--- src/fsps_pkg.sv ---
// Constants and types shared by the flash self-program sequencer
`default_nettype none
package fsps_pkg;
  // Register byte offsets on the AXI4-Lite bus
  localparam logic [7:0] OFF_CTRL = 8'h00;
  localparam logic [7:0] OFF_MODE = 8'h04;
  localparam logic [7:0] OFF_ADRH = 8'h08;
  localparam logic [7:0] OFF_ADRL = 8'h0C;
  localparam logic [7:0] OFF_DATA = 8'h10;
  localparam logic [7:0] OFF_UNLK = 8'h14;
  localparam logic [7:0] OFF_LOWB = 8'h18;
  localparam logic [7:0] OFF_STAT = 8'h1C;
  // Field positions and reset values
  localparam int         CTRL_EN_BIT = 7;
  localparam int         OP_W        = 3;
  localparam logic [7:0] RST_BYTE    = 8'h00;
  // Operation select codes
  localparam logic [2:0] OP_STBY  = 3'h0;
  localparam logic [2:0] OP_READ  = 3'h1;
  localparam logic [2:0] OP_PROG  = 3'h2;
  localparam logic [2:0] OP_ERASE = 3'h3;
  // Unlock bytes
  localparam logic [7:0] UNLK_FIRST  = 8'h46;
  localparam logic [7:0] UNLK_SECOND = 8'hB9;
  // Flash geometry
  localparam int PAGE_BITS  = 9;
  localparam int LOWB_SHIFT = 8;
  // AXI responses
  localparam logic [1:0] RESP_OKAY   = 2'h0;
  localparam logic [1:0] RESP_DECERR = 2'h3;
  // Commands to the flash array
  typedef enum logic [1:0] {
    FSPS_ARR_RD,
    FSPS_ARR_WR,
    FSPS_ARR_ER
  } fsps_arr_op_t;
  typedef struct packed {
    fsps_arr_op_t op;
    logic [13:0]  addr;
    logic [7:0]   data;
  } fsps_arr_cmd_t;
endpackage
`default_nettype wire
--- src/fsps_flash_seq.sv ---
// Flash self-program sequencer with AXI4-Lite register slave
// What this block does
// - Operation code 011 at trigger performs a page erase.
// - Operation code 010 at trigger programs one byte.
// - Operation code 001 at trigger reads one byte.
// - Start only after 0x46 then 0xB9 written back to back to unlock.
// - Program writes the data register byte to the addressed location.
// - Read completion loads the addressed byte into the data register.
// - Programming can only clear bits; ones need an erase.
// - Page erase sets every bit of the page to one.
// - Erase page is 512 bytes; address bits 8..0 are zero.
// - Processor halts from trigger until the operation completes.
// - Boot code may modify application and data; application only data.
// - Boot region size by option: off or 0.5K..7.5K in 0.5K steps.
// - Data region spans low bound register up to boot region start.
// - Low bound set by option or by software in the application region.
// - Target beyond the data region's last byte: trigger ignored.
//
// The address map and register access over AXI4-Lite were chosen for this implementation.
`timescale 1ns/1ps
`default_nettype none
module fsps_flash_seq #(
  parameter int ADDR_W = 14
) (
  input  wire logic                   aclk,
  input  wire logic                   aresetn,
  input  wire logic [7:0]             awaddr,
  input  wire logic                   awvalid,
  output logic                        awready,
  input  wire logic [31:0]            wdata,
  input  wire logic [3:0]             wstrb,
  input  wire logic                   wvalid,
  output logic                        wready,
  output logic [1:0]                  bresp,
  output logic                        bvalid,
  input  wire logic                   bready,
  input  wire logic [7:0]             araddr,
  input  wire logic                   arvalid,
  output logic                        arready,
  output logic [31:0]                 rdata,
  output logic [1:0]                  rresp,
  output logic                        rvalid,
  input  wire logic                   rready,
  input  wire logic                   cpu_in_boot,
  input  wire logic [3:0]             boot_size_opt,
  input  wire logic [7:0]             low_bound_opt,
  output logic                        cpu_halt,
  output fsps_pkg::fsps_arr_cmd_t     arr_cmd,
  output logic                        arr_req,
  input  wire logic                   arr_ack,
  input  wire logic [7:0]             arr_rdata
);
  typedef enum {ST_IDLE, ST_READ, ST_PGM_RD, ST_PGM_WR, ST_ERASE} fsps_state_t;
  fsps_state_t        state;
  logic [7:0]         ctrl, mode, adrh, adrl, data_byte, lowb, old_byte;
  logic [7:0]         aw_addr, w_byte;
  logic [3:0]         boot_size;
  logic               opt_loaded, armed, last_ignored, tgt_boot;
  logic               aw_full, w_full, w_lane0, wr_fire, unlk_wr;
  logic               trig_try, trig_ok, addr_ok;
  logic [2:0]         op_sel;
  logic [ADDR_W-1:0]  tgt;
  logic [ADDR_W:0]    boot_start, low_addr;
  // True when a is inside [lo, hi)
  function automatic logic in_window(input logic [ADDR_W:0] a,
                                     input logic [ADDR_W:0] lo,
                                     input logic [ADDR_W:0] hi);
    in_window = (a >= lo) && (a < hi);
  endfunction
  // Target address, region bounds and trigger qualification
  assign op_sel     = mode[fsps_pkg::OP_W-1:0];
  assign tgt        = ADDR_W'({adrh, adrl});
  assign boot_start = (ADDR_W+1)'(1 << ADDR_W)
                    - (ADDR_W+1)'({boot_size, {fsps_pkg::PAGE_BITS{1'b0}}});
  assign low_addr   = (ADDR_W+1)'({lowb, {fsps_pkg::LOWB_SHIFT{1'b0}}});
  assign addr_ok    = cpu_in_boot || (op_sel == fsps_pkg::OP_READ)
                    ? ({1'b0, tgt} < boot_start)
                    : in_window({1'b0, tgt}, low_addr, boot_start);
  assign wr_fire    = aw_full && w_full && !bvalid;
  assign unlk_wr    = wr_fire && (aw_addr == fsps_pkg::OFF_UNLK) && w_lane0;
  assign trig_try   = unlk_wr && armed && (w_byte == fsps_pkg::UNLK_SECOND);
  assign trig_ok    = trig_try && ctrl[fsps_pkg::CTRL_EN_BIT] && addr_ok
                    && (op_sel != fsps_pkg::OP_STBY)
                    && (op_sel <= fsps_pkg::OP_ERASE) && (state == ST_IDLE);
  assign cpu_halt   = (state != ST_IDLE);
  // AXI handshake readiness
  assign awready = !aw_full && !bvalid;
  assign wready  = !w_full && !bvalid;
  assign arready = !rvalid;
  // Write address and data capture, in either order
  always_ff @(posedge aclk) begin
    if (!aresetn) begin
      aw_full <= 1'b0;
      w_full  <= 1'b0;
      aw_addr <= fsps_pkg::RST_BYTE;
      w_byte  <= fsps_pkg::RST_BYTE;
      w_lane0 <= 1'b0;
    end else begin
      if (awvalid && awready) begin
        aw_full <= 1'b1;
        aw_addr <= awaddr;
      end else if (wr_fire) begin
        aw_full <= 1'b0;
      end
      if (wvalid && wready) begin
        w_full  <= 1'b1;
        w_byte  <= wdata[7:0];
        w_lane0 <= wstrb[0];
      end else if (wr_fire) begin
        w_full <= 1'b0;
      end
    end
  end
  // Write response
  always_ff @(posedge aclk) begin
    if (!aresetn) begin
      bvalid <= 1'b0;
      bresp  <= fsps_pkg::RESP_OKAY;
    end else if (wr_fire) begin
      bvalid <= 1'b1;
      bresp  <= (aw_addr <= fsps_pkg::OFF_STAT && aw_addr[1:0] == 2'h0)
              ? fsps_pkg::RESP_OKAY : fsps_pkg::RESP_DECERR;
    end else if (bready) begin
      bvalid <= 1'b0;
    end
  end
  // Software-written control registers
  always_ff @(posedge aclk) begin
    if (!aresetn) begin
      ctrl <= fsps_pkg::RST_BYTE;
      mode <= fsps_pkg::RST_BYTE;
      adrh <= fsps_pkg::RST_BYTE;
      adrl <= fsps_pkg::RST_BYTE;
    end else if (wr_fire && w_lane0) begin
      case (aw_addr)
        fsps_pkg::OFF_CTRL: ctrl <= w_byte;
        fsps_pkg::OFF_MODE: mode <= w_byte;
        fsps_pkg::OFF_ADRH: adrh <= w_byte;
        fsps_pkg::OFF_ADRL: adrl <= w_byte;
        default: ;
      endcase
    end
  end
  // Option straps caught after reset release; low bound also by software
  always_ff @(posedge aclk) begin
    if (!aresetn) begin
      opt_loaded <= 1'b0;
      boot_size  <= 4'h0;
      lowb       <= fsps_pkg::RST_BYTE;
    end else if (!opt_loaded) begin
      opt_loaded <= 1'b1;
      boot_size  <= boot_size_opt;
      lowb       <= low_bound_opt;
    end else if (wr_fire && w_lane0 && aw_addr == fsps_pkg::OFF_LOWB
                 && !cpu_in_boot) begin
      lowb <= w_byte;
    end
  end
  // Unlock sequence tracking; any other write breaks the pair
  always_ff @(posedge aclk) begin
    if (!aresetn) begin
      armed <= 1'b0;
    end else if (wr_fire) begin
      armed <= unlk_wr && !armed && (w_byte == fsps_pkg::UNLK_FIRST);
    end
  end
  // Ignored-trigger status; accepted trigger clears it
  always_ff @(posedge aclk) begin
    if (!aresetn) begin
      last_ignored <= 1'b0;
    end else if (trig_try) begin
      last_ignored <= !trig_ok;
    end
  end
  // Operation sequencer driving the flash array
  always_ff @(posedge aclk) begin
    if (!aresetn) begin
      state    <= ST_IDLE;
      arr_req  <= 1'b0;
      arr_cmd  <= '0;
      tgt_boot <= 1'b0;
      old_byte <= fsps_pkg::RST_BYTE;
    end else begin
      case (state)
        ST_IDLE: begin
          if (trig_ok) begin
            tgt_boot     <= cpu_in_boot;
            arr_req      <= 1'b1;
            arr_cmd.addr <= tgt;
            arr_cmd.data <= data_byte;
            case (op_sel)
              fsps_pkg::OP_READ: begin
                state       <= ST_READ;
                arr_cmd.op  <= fsps_pkg::FSPS_ARR_RD;
              end
              fsps_pkg::OP_PROG: begin
                state       <= ST_PGM_RD;
                arr_cmd.op  <= fsps_pkg::FSPS_ARR_RD;
              end
              default: begin
                state        <= ST_ERASE;
                arr_cmd.op   <= fsps_pkg::FSPS_ARR_ER;
                arr_cmd.addr <= {tgt[ADDR_W-1:fsps_pkg::PAGE_BITS],
                                 {fsps_pkg::PAGE_BITS{1'b0}}};
              end
            endcase
          end
        end
        ST_PGM_RD: begin
          if (arr_ack) begin
            state        <= ST_PGM_WR;
            old_byte     <= arr_rdata;
            arr_cmd.op   <= fsps_pkg::FSPS_ARR_WR;
            arr_cmd.data <= arr_rdata & arr_cmd.data;
          end
        end
        ST_READ, ST_PGM_WR, ST_ERASE: begin
          if (arr_ack) begin
            state   <= ST_IDLE;
            arr_req <= 1'b0;
          end
        end
        default: state <= ST_IDLE;
      endcase
    end
  end
  // Data register: software writes, read results overwrite
  always_ff @(posedge aclk) begin
    if (!aresetn) begin
      data_byte <= fsps_pkg::RST_BYTE;
    end else if (state == ST_READ && arr_ack) begin
      data_byte <= arr_rdata;
    end else if (wr_fire && w_lane0 && aw_addr == fsps_pkg::OFF_DATA) begin
      data_byte <= w_byte;
    end
  end
  // Read channel
  always_ff @(posedge aclk) begin
    if (!aresetn) begin
      rvalid <= 1'b0;
      rdata  <= '0;
      rresp  <= fsps_pkg::RESP_OKAY;
    end else if (arvalid && arready) begin
      rvalid <= 1'b1;
      rresp  <= fsps_pkg::RESP_OKAY;
      case (araddr)
        fsps_pkg::OFF_CTRL: rdata <= {24'h0, ctrl};
        fsps_pkg::OFF_MODE: rdata <= {24'h0, mode};
        fsps_pkg::OFF_ADRH: rdata <= {24'h0, adrh};
        fsps_pkg::OFF_ADRL: rdata <= {24'h0, adrl};
        fsps_pkg::OFF_DATA: rdata <= {24'h0, data_byte};
        fsps_pkg::OFF_UNLK: rdata <= 32'h0;
        fsps_pkg::OFF_LOWB: rdata <= {24'h0, lowb};
        fsps_pkg::OFF_STAT: rdata <= {24'h0, boot_size, 1'b0, armed,
                                      last_ignored, cpu_halt};
        default: begin
          rdata <= 32'h0;
          rresp <= fsps_pkg::RESP_DECERR;
        end
      endcase
    end else if (rready) begin
      rvalid <= 1'b0;
    end
  end
endmodule
`default_nettype wire

--- config.mk ---
export PLATFORM = sky130hd
export DESIGN_NAME = fsps_flash_seq
export DESIGN_NICKNAME = d
export VERILOG_FILES = /design/src/fsps_pkg.sv /design/src/fsps_flash_seq.sv
export SDC_FILE = /design/constraint.sdc
export NUM_CORES = 1
export LEC_CHECK = 0
export BUFFER_PORTS_ARGS = -buffer_cell sky130_fd_sc_hd__buf_2
export CORE_MARGIN = 2
export CORE_UTILIZATION = 48
export CTS_BUF_LIST = sky130_fd_sc_hd__clkbuf_4
export DETAILED_ROUTE_END_ITERATION = 6
export PLACE_DENSITY = 0.74
export SLEW_MARGIN = 0
export SYNTH_ARGS = -nofsm -noshare
export SYNTH_HDL_FRONTEND = slang
export SYNTH_SLANG_ARGS = --single-unit
--- constraint.sdc ---
create_clock -name aclk -period 3.7 [get_ports aclk]
set_input_delay 0.74 -clock aclk [delete_from_list [all_inputs] [get_ports aclk]]
set_output_delay 0.74 -clock aclk [all_outputs]
set_load 0.02 [all_outputs]
==> results.yml <==
timing:
  rsz0062_at_grt: "false"
  hold_ws_ns: 0.386
  max_slew_margin_pct: 30.7
  skew_ns: 0.0203
  period_needed_ns: 3.03
  final_hold_viol_count: 0
  tightest_slew_ns: 1.04
  setup_viol: 0
  fmax_ghz: 0.330
  drv_slew: 0
  period_share_pct: 81.9
  fin_tns_setup_ns: 0
setup_path:
  worstSetupStartpoint: "boot_size[0]$_SDFFE_PN0N_"
  cp_slowest_cell: "dfxtp_1"
  rrSetupSlack_ns: 0.67
  path_cells: "inv_1 > ha_1 > xor2_1 > ha_1 > a211oi_1 > o21ai_0 > a21oi_1 > o2111ai_2 > buf_4 > nand3_1 > a31oi_1"
  cp-end-kind: "flop"
  crit_path_frequent_cell: "ha_1"
  critical_path_class: "reg -> reg"
  slowest_delay_ns: 0.46
  r2r-start: "boot_size[0]$_SDFFE_PN0N_"
  cp_max_fo: 14
  arrival_ns: 3.43
  crit_required_ns: 4.10
  worst_setup_path_start_kind: "flop"
global_route:
  grt_overflow: 0
  grt_pass1_vias: 4608
  grt_pass1_wl_um: 23700
  grt_start_max_net_pins: 51
  antenna_found_initial: 0
  grtUsageTotal_pct: 24.2
final_layout:
  drive_gt1_share_pct: 19.6
  fillers: 1043
  final_cells: 866
  nNetsFinal: 808
  syn_to_final_growth_pct: 12.4
  diodes: 0
clocking:
  root_buffer: "clkbuf_4"
  cts_max_level: 4
  worstSkewPairLatency_ns: 0.54
  clockBufferDepth: 2
  postCtsSetupBuffers: 0
  numCtsBuffers: 17
  post_cts_resized: 0
  clkTransAtPathRegs_ns: 0.09
  postCtsHoldBufs: 0
  cts_tree: "built"
  clock_sinks: 114
min_path:
  hp-class: "in -> reg"
  hold_start: "rready"
yosys:
  synth_top_area_share_pct: 41.7
  syn_avg_cell_area_um2: 8.56
  yosysSeqAreaShare_pct: 41.7
  ys.flop_type: "dfxtp_1"
  synth_area_leader_cell: "dfxtp_1"
  synth_edf_count: 0
  syn_inst: 639
  synthTopCellsByArea: "dfxtp_1 42%, mux2i_1 11%, nand2_1 5.4%"
  synthesis.area_um2: 5470
  synth_cell_types: 52
  ys_seq_elements: 114
  yosys_warnings: 0
  async_flop_share_pct: 0
status:
  outcome: "finished clean"
floorplanning:
  die_w_um: 111
  ios: 148
  dieArea_um2: 12300
  core_area_um2: 11000
  start_util_pct: 49.8
  rows: 38
  dieHeight_um: 111
routing:
  postRouteWirelength_um: 14700
  drc_errors: 0
  dr.first_iter.drc_count: 294
  vias: 4857
  postRouteAntennaNets: 0
  via_per_inst: 5.61
  wire_per_inst_um: 17.0
  firstDrtPassIters: 5
power_and_ir_drop:
  p_leak_uw: 0.00264
  irDropWorstVdd_mv: 0.269
  total_power_uw: 2450
  pwr_density_cell_nw_per_um2: 398
placement:
  portBuffers: 96
  dp.cells: 837
  post-dp-hpwl_um: 10700
  gp_congestion: 0.899
job:
  cap_violations: 0
-- flip-flops by register name, summed over array words and instances, names as in the netlist, 3 cells and up --
register / flops
mode: 8
lowb: 8
ctrl: 8
boot_size: 4
aw_addr: 8
state: 3
rdata: 8
data_byte: 8
adrl: 8
w_byte: 8
adrh: 8
arr_cmd: 24
-- report_power, final --
group          total, uW  switching [uW]  internal [uW]
Combinational        233             147           86.1
Sequential          1300            49.0           1250
Clock                911             442            470
Total               2450             638           1810
-- cell usage in the layout (no fill, tap or decap), types with 3 or more instances in the layout --
cell       netlist  routed
clkinv_1         0       3
dfxtp_1        114     114
a22o_1           5       5
nor2b_1          6       6
and2_1           4       4
o21a_1           3       3
nor4_1           4       4
inv_1           19      18
o22ai_1          6       6
a21oi_1         53      53
nor3b_1          5       5
a211oi_1        20      20
a22oi_1          7       7
mux2i_1         58      58
nor2_1          78      78
a221oi_1         8       8
bufinv_16        0       3
nor3_1           3       3
ha_1            11      11
o21ai_1          3       3
nand3b_1         3       3
buf_4           26       5
nand3_1         28      28
or4_1            4       4
o21ai_0          5       5
clkbuf_4         0      20
conb_1           1      24
a31oi_1          9       9
mux2_2           8       8
nand4b_1         3       3
buf_2            5      96
clkinv_2         0       3
nand2_1         78      78
-- kinds of logic (layout without fill, tap and decap cells) --
| family | Yosys count | count (layout) | synth area share, % |
|---|---|---|---|
| and+or+nand+nor | 230 | 230 | 19.6 |
| AOI/OAI and AO/OA | 128 | 128 | 15.3 |
| DFF | 114 | 114 | 41.7 |
| buffers and inverters | 86 | 150 | 8.07 |
| muxes | 66 | 66 | 12.3 |
| adders and majority gates | 11 | 11 | 2.52 |
| xor gates and xnor gates | 3 | 3 | 0.480 |
| other | 1 | 24 | 0.0685 |
-- critical path: cells and delay by family, from the launching register on --
kind	cells	cell delay (ns)
AO/OA/AOI/OAI	5	1.34
XOR/XNOR	1	0.16
adder cells (fa/ha/maj)	2	0.42
buffers and inverters	2	0.42
flip-flops	1	0.46
AND/OR/NAND/NOR	1	0.10
-- cell usage after synthesis, types with 3 or more instances --
cell type	number
dfxtp_1	114
nand2_1	78
nor2_1	78
mux2i_1	58
a21oi_1	53
clkbuf_1	31
nand3_1	28
buf_4	26
a211oi_1	20
inv_1	19
ha_1	11
a31oi_1	9
a221oi_1	8
mux2_2	8
a22oi_1	7
nor2b_1	6
o22ai_1	6
a22o_1	5
buf_2	5
nor3b_1	5
o21ai_0	5
and2_1	4
nor4_1	4
or4_1	4
nand3b_1	3
nand4b_1	3
nor3_1	3
o21a_1	3
o21ai_1	3
-- per-stage QoR --
| stage | worst slack [ns] | area (um^2) | util, % |
|---|---|---|---|
| global placement | 0.874 | 5880 | 53.6 |
| finish | 0.669 | 6150 | 56.0 |
| floorplan | 1.42 | 5560 | - |
| global route | 0.450 | 6150 | 56.0 |
| CTS | 0.713 | 6150 | 56.0 |
| detailed placement | 0.724 | 5880 | 53.6 |
-- worst paths after layout --
check,to,cells past startpoint
worst max-delay path,arr_cmd[4]$_SDFFE_PN0P_,11
worst min-delay path,rvalid$_SDFFE_PN0P_,2
worst max register to register,arr_cmd[4]$_SDFFE_PN0P_,11
worst min register to register,arr_cmd[20]$_SDFFE_PN0P_,2
-- layer usage --
layer  up-vias  wire length, um  GRT usage (%)
met4         0              305           9.58
met1      2303             6510           31.5
met2       181             6880           38.4
met3        25              998           6.12
met5         -                0              0
li1       2348                -              -
-- final cells by class --
cell class / count / area [um^2] / share of cell area (%)
Clock buffer: 20 / 150 / 2.44
Clock inverter: 9 / 116 / 1.89
Inverter: 20 / 75.1 / 1.22
Multi-Input combinational cell: 462 / 2830 / 46.1
Sequential cell: 114 / 2280 / 37.1
Tap cell: 140 / 175 / 2.85
Timing Repair Buffer: 101 / 518 / 8.42
(Power assumes the default switching activity.)
